**src/ebus_wait_pkg.sv**
```systemverilog
package ebus_wait_pkg;
  // Register map and bus geometry
  localparam int          ADDR_W       = 4;
  localparam int          DATA_W       = 24;
  localparam logic [3:0]  CTRL_OFS     = 4'h0;
  // Control register field positions
  localparam int          HOLD_BIT     = 23;
  localparam int          RSVD_BIT     = 22;
  localparam int          OWN_BIT      = 21;
  localparam int          DFLT_LSB     = 16;
  localparam int          A3_LSB       = 13;
  localparam int          A2_LSB       = 10;
  localparam int          A1_LSB       = 5;
  localparam int          A0_LSB       = 0;
  localparam int          WIDE_W       = 5;
  localparam int          NARROW_W     = 3;
  localparam int          NUM_AREAS    = 4;
  // Reset value and writable bits (status and reserved bits excluded)
  localparam logic [23:0] CTRL_RST     = 24'h1FFFFF;
  localparam logic [23:0] CTRL_WR_MASK = 24'h9FFFFF;
  // Trailing wait thresholds
  localparam logic [4:0]  TRAIL1_MIN   = 5'h04;
  localparam logic [4:0]  TRAIL2_MIN   = 5'h08;
  // Fixed wait count for DRAM-type accesses seen by this block
  localparam logic [4:0]  DRAM_WAIT    = 5'h01;
  // Access sequencer states
  typedef enum logic [1:0] {
    ST_IDLE  = 2'b00,
    ST_REQ   = 2'b01,
    ST_ACC   = 2'b10,
    ST_TRAIL = 2'b11
  } acc_state_e;
endpackage

```
**src/external_bus_wait_state_control.sv**
```systemverilog
// Local design decisions: the placing of the registers and the strobed register port.
`timescale 1ns/1ps
// Behaviour
// - With the request-hold bit set, the bus request output stays asserted.
// - With request-hold clear, bus request shows only for a pending access.
// - The read-only mastership bit reads one while the bus is owned.
// - Every control register bit but the mastership and reserved bits is read/write.
// - Outside all areas, SRAM timing uses the default field, reset to 31.
// - Area three SRAM accesses use a three-bit field (1..7), reset to 7.
// - Area two SRAM accesses use a three-bit field (1..7), reset to 7.
// - Area one SRAM accesses use a five-bit field (1..31), reset to 31.
// - Area zero SRAM accesses use the lowest five bits (1..31), reset 31.
// - A wait count of four to seven appends one trailing wait state.
// - A wait count of eight or more appends two trailing wait states.
// - Trailing waits only extend hold and release, never the sample point.
// - Area wait fields act on SRAM accesses only; DRAM ignores them.
// - Membership of areas zero to three follows the same-index match.
module external_bus_wait_state_control (
  // Clock and reset
  input  wire logic        clk,
  input  wire logic        reset,
  // Register port
  input  wire logic [3:0]  addr,
  input  wire logic [23:0] wrData,
  input  wire logic        wrEn,
  input  wire logic        rdEn,
  output logic      [23:0] rdData,
  // Core access request
  input  wire logic        accStart,
  input  wire logic [3:0]  areaMatch,
  input  wire logic        isDram,
  output logic             accBusy,
  output logic             dataSample,
  output logic             accDone,
  // External bus
  input  wire logic        busGrant,
  output logic             busRequestOut,
  output logic             memActive
);

  ////////////////////////////////////////////////////////////////////////
  // Declarations
  logic [23:0]                   ctrl_r;
  logic                          ownBus_r;
  ebus_wait_pkg::acc_state_e     state_r;
  ebus_wait_pkg::acc_state_e     state_nxt;
  logic [4:0]                    waitCnt_r;
  logic [1:0]                    trailCnt_r;
  logic [4:0]                    accWait_r;
  logic [1:0]                    accTrail_r;
  logic [4:0]                    areaWait [4];
  logic [4:0]                    selWait;
  logic [1:0]                    selTrail;
  logic                          ctrlHit;
  logic                          startOk;
  logic                          accLast;
  logic                          trailLast;

  assign ctrlHit   = addr == ebus_wait_pkg::CTRL_OFS;
  assign startOk   = accStart && (state_r == ebus_wait_pkg::ST_IDLE);
  assign accLast   = (state_r == ebus_wait_pkg::ST_ACC)
                     && (waitCnt_r == 5'h00);
  assign trailLast = (state_r == ebus_wait_pkg::ST_TRAIL)
                     && (trailCnt_r == 2'h1);

  ////////////////////////////////////////////////////////////////////////
  // Control register: writable fields, reset to all-ones wait counts
  always_ff @(posedge clk) begin
    if (reset) begin
      ctrl_r <= ebus_wait_pkg::CTRL_RST;
    end else if (wrEn && ctrlHit) begin
      ctrl_r <= wrData & ebus_wait_pkg::CTRL_WR_MASK;
    end
  end

  // Mastership follows the arbiter grant
  always_ff @(posedge clk) begin
    if (reset) begin
      ownBus_r <= 1'b0;
    end else begin
      ownBus_r <= busGrant;
    end
  end

  // Read port: data one cycle after the strobe, zero when unmapped
  always_ff @(posedge clk) begin
    if (reset) begin
      rdData <= 24'h000000;
    end else if (rdEn && ctrlHit) begin
      rdData <= ctrl_r
                | ({23'h000000, ownBus_r} << ebus_wait_pkg::OWN_BIT);
    end else begin
      rdData <= 24'h000000;
    end
  end

  ////////////////////////////////////////////////////////////////////////
  // Per-area wait fields, zero-extended to five bits
  genvar gi;
  generate
    for (gi = 0; gi < ebus_wait_pkg::NUM_AREAS; gi++) begin : g_area
      if (gi >= 2) begin : g_narrow
        localparam int LSB = (gi == 3) ? ebus_wait_pkg::A3_LSB
                                       : ebus_wait_pkg::A2_LSB;
        assign areaWait[gi] =
          {2'b00, ctrl_r[LSB +: ebus_wait_pkg::NARROW_W]};
      end else begin : g_wide
        localparam int LSB = (gi == 1) ? ebus_wait_pkg::A1_LSB
                                       : ebus_wait_pkg::A0_LSB;
        assign areaWait[gi] =
          ctrl_r[LSB +: ebus_wait_pkg::WIDE_W];
      end
    end
  endgenerate

  // Wait selection: DRAM fixed, lowest matching area wins, else default
  always_comb begin
    selWait = ctrl_r[ebus_wait_pkg::DFLT_LSB +: ebus_wait_pkg::WIDE_W];
    if (isDram) begin
      selWait = ebus_wait_pkg::DRAM_WAIT;
    end else if (areaMatch[0]) begin
      selWait = areaWait[0];
    end else if (areaMatch[1]) begin
      selWait = areaWait[1];
    end else if (areaMatch[2]) begin
      selWait = areaWait[2];
    end else if (areaMatch[3]) begin
      selWait = areaWait[3];
    end
  end

  // Trailing wait count from the selected SRAM wait count
  always_comb begin
    selTrail = 2'h0;
    if (!isDram && selWait >= ebus_wait_pkg::TRAIL2_MIN) begin
      selTrail = 2'h2;
    end else if (!isDram && selWait >= ebus_wait_pkg::TRAIL1_MIN) begin
      selTrail = 2'h1;
    end
  end

  // Latch the access parameters when an access is taken
  always_ff @(posedge clk) begin
    if (reset) begin
      accWait_r  <= 5'h00;
      accTrail_r <= 2'h0;
    end else if (startOk) begin
      accWait_r  <= selWait;
      accTrail_r <= selTrail;
    end
  end

  ////////////////////////////////////////////////////////////////////////
  // Access sequencer: request, wait states, trailing states
  always_comb begin
    state_nxt = state_r;
    case (state_r)
      ebus_wait_pkg::ST_IDLE: begin
        if (accStart) begin
          state_nxt = ebus_wait_pkg::ST_REQ;
        end
      end
      ebus_wait_pkg::ST_REQ: begin
        if (busGrant) begin
          state_nxt = ebus_wait_pkg::ST_ACC;
        end
      end
      ebus_wait_pkg::ST_ACC: begin
        if (waitCnt_r == 5'h00) begin
          state_nxt = (accTrail_r != 2'h0) ? ebus_wait_pkg::ST_TRAIL
                                           : ebus_wait_pkg::ST_IDLE;
        end
      end
      ebus_wait_pkg::ST_TRAIL: begin
        if (trailCnt_r == 2'h1) begin
          state_nxt = ebus_wait_pkg::ST_IDLE;
        end
      end
      default: begin
        state_nxt = ebus_wait_pkg::ST_IDLE;
      end
    endcase
  end

  always_ff @(posedge clk) begin
    if (reset) begin
      state_r <= ebus_wait_pkg::ST_IDLE;
    end else begin
      state_r <= state_nxt;
    end
  end

  // Wait counter: one clock per wait state
  always_ff @(posedge clk) begin
    if (reset) begin
      waitCnt_r <= 5'h00;
    end else if (state_r == ebus_wait_pkg::ST_REQ) begin
      waitCnt_r <= accWait_r;
    end else if (state_r == ebus_wait_pkg::ST_ACC && waitCnt_r != 5'h00) begin
      waitCnt_r <= waitCnt_r - 5'h01;
    end
  end

  // Trailing counter runs only after the sample point
  always_ff @(posedge clk) begin
    if (reset) begin
      trailCnt_r <= 2'h0;
    end else if (accLast) begin
      trailCnt_r <= accTrail_r;
    end else if (state_r == ebus_wait_pkg::ST_TRAIL) begin
      trailCnt_r <= trailCnt_r - 2'h1;
    end
  end

  ////////////////////////////////////////////////////////////////////////
  // Registered outputs, one cycle behind the sequencer
  always_ff @(posedge clk) begin
    if (reset) begin
      busRequestOut <= 1'b0;
    end else begin
      busRequestOut <= ctrl_r[ebus_wait_pkg::HOLD_BIT]
                       || (state_r != ebus_wait_pkg::ST_IDLE);
    end
  end

  always_ff @(posedge clk) begin
    if (reset) begin
      dataSample <= 1'b0;
      accDone    <= 1'b0;
      memActive  <= 1'b0;
      accBusy    <= 1'b0;
    end else begin
      dataSample <= accLast;
      accDone    <= (accLast && accTrail_r == 2'h0) || trailLast;
      memActive  <= (state_r == ebus_wait_pkg::ST_ACC)
                    || (state_r == ebus_wait_pkg::ST_TRAIL);
      accBusy    <= state_r != ebus_wait_pkg::ST_IDLE;
    end
  end

  logic [5:0] accCycles_r;
  always_ff @(posedge clk) begin
    if (reset || state_r != ebus_wait_pkg::ST_ACC) begin
      accCycles_r <= 6'h00;
    end else begin
      accCycles_r <= accCycles_r + 6'h01;
    end
  end
endmodule

```
**config.mk**
```make
export PLATFORM = sky130hd
export DESIGN_NAME = external_bus_wait_state_control
export DESIGN_NICKNAME = d
export VERILOG_FILES = /design/src/ebus_wait_pkg.sv /design/src/external_bus_wait_state_control.sv
export SDC_FILE = /design/constraint.sdc
export NUM_CORES = 1
export LEC_CHECK = 0
export ABC_AREA = 1
export BUFFER_PORTS_ARGS = -buffer_cell sky130_fd_sc_hd__buf_2
export CAP_MARGIN = 40
export CORE_MARGIN = 10
export CORE_UTILIZATION = 47
export CTS_CLUSTER_DIAMETER = 80
export DETAILED_ROUTE_END_ITERATION = 7
export PLACE_DENSITY = 0.83
export SLEW_MARGIN = 25
export SYNTH_ARGS = -nofsm -noshare
export SYNTH_HDL_FRONTEND = slang
export SYNTH_SLANG_ARGS = --single-unit
```
**constraint.sdc**
```tcl
create_clock -name clk -period 1.25 [get_ports clk]
set_input_delay 0.125 -clock clk [delete_from_list [all_inputs] [get_ports clk]]
set_output_delay 0.125 -clock clk [all_outputs]
set_load 0.05 [all_outputs]
```
==> impl_metrics.env <==
export IMPL_synth_edf_count=0
export IMPL_grt_start_max_net_pins=43
export IMPL_hpwl_mm=4.37
export IMPL_fin_skew_ns=0.0117
export IMPL_clk_pin_slew_ns=0.07
export IMPL_status="complete, no violations"
export IMPL_cts_root_buf="clkbuf_8"
export IMPL_initial_core_util_pct=49.4
export IMPL_port_buffers=64
export IMPL_power_static_leakage_nw=1.80
export IMPL_drt_pass1_iter_count=4
export IMPL_ant_nets=0
export IMPL_fin_setup_tns_ns=0
export IMPL_synth_top_cell_area_share_pct=52.2
export IMPL_clock_latency_ns=0.34
export IMPL_cts_max_level=3
export IMPL_nets=451
export IMPL_synth_area_top_cells="dfxtp_1 (52%), a21oi_1 (9.0%), inv_1 (6.6%), nand2_1 (6.3%), nor2_1 (6.3%)"
export IMPL_vdd_drop_max_v=0.000870
export IMPL_ys_seq_elements=67
export IMPL_syn_nets=370
export IMPL_p_per_area_nw_per_um2=1870
export IMPL_netlist_instances=328
export IMPL_gp_congestion=0.831
export IMPL_final_setup_viol_count=0
export IMPL_drc_errors=0
export IMPL_start_kind="flip-flop"
export IMPL_hold_viol_final=0
export IMPL_fin_crit_sh_pct=98.2
export IMPL_cts_tree="done"
export IMPL_worstSetupPathType="reg2reg"
export IMPL_syn_area_um2=2570
export IMPL_max_clock_path_buffers=2
export IMPL_drtIter0Drc=124
export IMPL_ys_async_sr_fraction_pct=0
export IMPL_ys_seq_area_share_pct=52.2
export IMPL_hold_slack_ns=0.0181
export IMPL_clock_fmax_ghz=0.815
export IMPL_synth_most_common_cell="dfxtp_1"
export IMPL_antenna_found_initial=0
export IMPL_arrival_ns=1.48
export IMPL_io_pins=68
export IMPL_drv_slew=0
export IMPL_yosysTopAreaCell="dfxtp_1"
export IMPL_grt_pass1_vias=2468
export IMPL_numCtsBuffers=9
export IMPL_area_growth_pct=30.7
export IMPL_core_um2=5200
export IMPL_cp_required_ns=1.50
export IMPL_insertedDiodeCount=0
export IMPL_synth_avg_cell_area_um2=7.84
export IMPL_dp_cells=454
export IMPL_cap_violations=0
export IMPL_rsz0062_at_grt="true"
export IMPL_die_height_um=93.9
export IMPL_min_period_ns=1.23
export IMPL_fin_cells=483
export IMPL_synth_warnings=0
export IMPL_end_kind="flip-flop"
export IMPL_ff2ff_setup_slack_ns=0.02
export IMPL_rows=26
export IMPL_wl_per_cell_um=13.6
export IMPL_clock_sinks=67
export IMPL_hold_class="in2reg"
export IMPL_wl_mm=6.58
export IMPL_gr_total_overflow=0
export IMPL_die_area_um2=8830
export IMPL_p_total_mw=6.29
export IMPL_grt_pass1_wl_mm=10.7
export IMPL_drive_gt1_share_pct=26.4
export IMPL_dr_total_vias=2377
export IMPL_yosysUniqueCellTypes=31
export IMPL_synth_commonest_cells="dfxtp_1 (67), a21oi_1 (46), inv_1 (45), nand2_1 (43), nor2_1 (43)"
export IMPL_via_per_inst=4.92
export IMPL_grt_usage_pct=15.1
export IMPL_nFillCells=428
export IMPL_crit_fanout=4
export IMPL_synth_flop_cell="dfxtp_1"
export IMPL_fp_dieW_um=93.9
[state kept, by name (all words and copies together), names as in the netlist]
signal / count
rdData: 23
ctrl_r: 22
accWait_r: 5
waitCnt_r: 5
accTrail_r: 2
state_r: 2
trailCnt_r: 2
accBusy: 1
accDone: 1
busRequestOut: 1
dataSample: 1
memActive: 1
ownBus_r: 1
[layout by cell type, fill, tap and decap left out, types with 2 or more instances in the layout]
cell type      count
o21ai_0           29
nor2_2             2
dfxtp_2            4
nand2_4            2
buf_2             64
xor2_1             3
inv_1             43
a21oi_1           46
dlygate4sd3_1     11
inv_2              6
o21ai_1            3
nor2_1            41
ha_1               2
nor2_4             3
nand2_1           42
clkbuf_8          10
buf_4              7
dfxtp_1           63
bufinv_16          2
nand2_2            2
nand3_1            9
clkbuf_1           3
[timing repair]
action,4_1_cts,5_1_grt
hold buffers,11,0
pin swaps,1,5
setup buffers,0,3
endpoints found under the setup margin,4,8
hold endpoints to repair,11,0
resized for setup,5,13
[where the power goes]
group,switching (mW),internal [mW]
logic,1.13,0.689
registers,0.142,2.37
clock network,0.791,1.17
[critical path, cell delays in order, from the launching register on]
cell	delay, ns
dfxtp_2	0.33
inv_2	0.08
ha_4	0.15
nand3_4	0.10
nor2_2	0.17
inv_1	0.09
a211oi_1	0.22
[metal layers]
layer	share of wire [%]	up-vias	track usage, %	wire [µm]
met5	0	-	0	0
met4	2.0	0	5.44	134
met3	7.6	13	7.51	500
met2	53	63	26.7	3500
met1	37	1106	14.9	2450
li1	-	1195	-	-
[stage by stage]
stage	utilization, %	setup WS [ns]	area [µm²]
floorplan	-	0.0644	2570
global placement	56.9	0.0321	2960
detailed placement	56.9	-0.0143	2960
CTS	63.2	0.00245	3290
global route	64.5	-0.0725	3360
finish	64.5	0.0223	3360
[cells by family after synthesis]
group / count (synthesis) / synth area share [%]
AOI/OAI and AO/OA: 83 / 16.7
xor gates and xnor gates: 4 / 1.36
other: 1 / 0.146
DFF: 67 / 52.2
adders and majority gates: 3 / 1.46
and+or+nand+nor: 106 / 18.3
buffers and inverters: 64 / 9.93
[final cells by class]
class	count	area, µm²	share of cell area (%)
flip-flops and latches	67	1350	40.1
multi-input cells	197	1010	30.1
well taps	70	87.6	2.61
clock buffers	13	149	4.43
repair buffers	83	503	15.0
clock inverters	2	60.1	1.79
inverters	51	201	6.00
[final timing paths]
kind / cells past startpoint / startpoint / to
hold / removal: 3 / wrData[1] / ctrl_r[1]
hold reg to reg: 2 / ownBus_r / rdData[21]
setup reg to reg: 6 / waitCnt_r[0] / trailCnt_r[0]
setup / recovery: 6 / waitCnt_r[0] / trailCnt_r[0]
(Power assumes the default switching activity.)
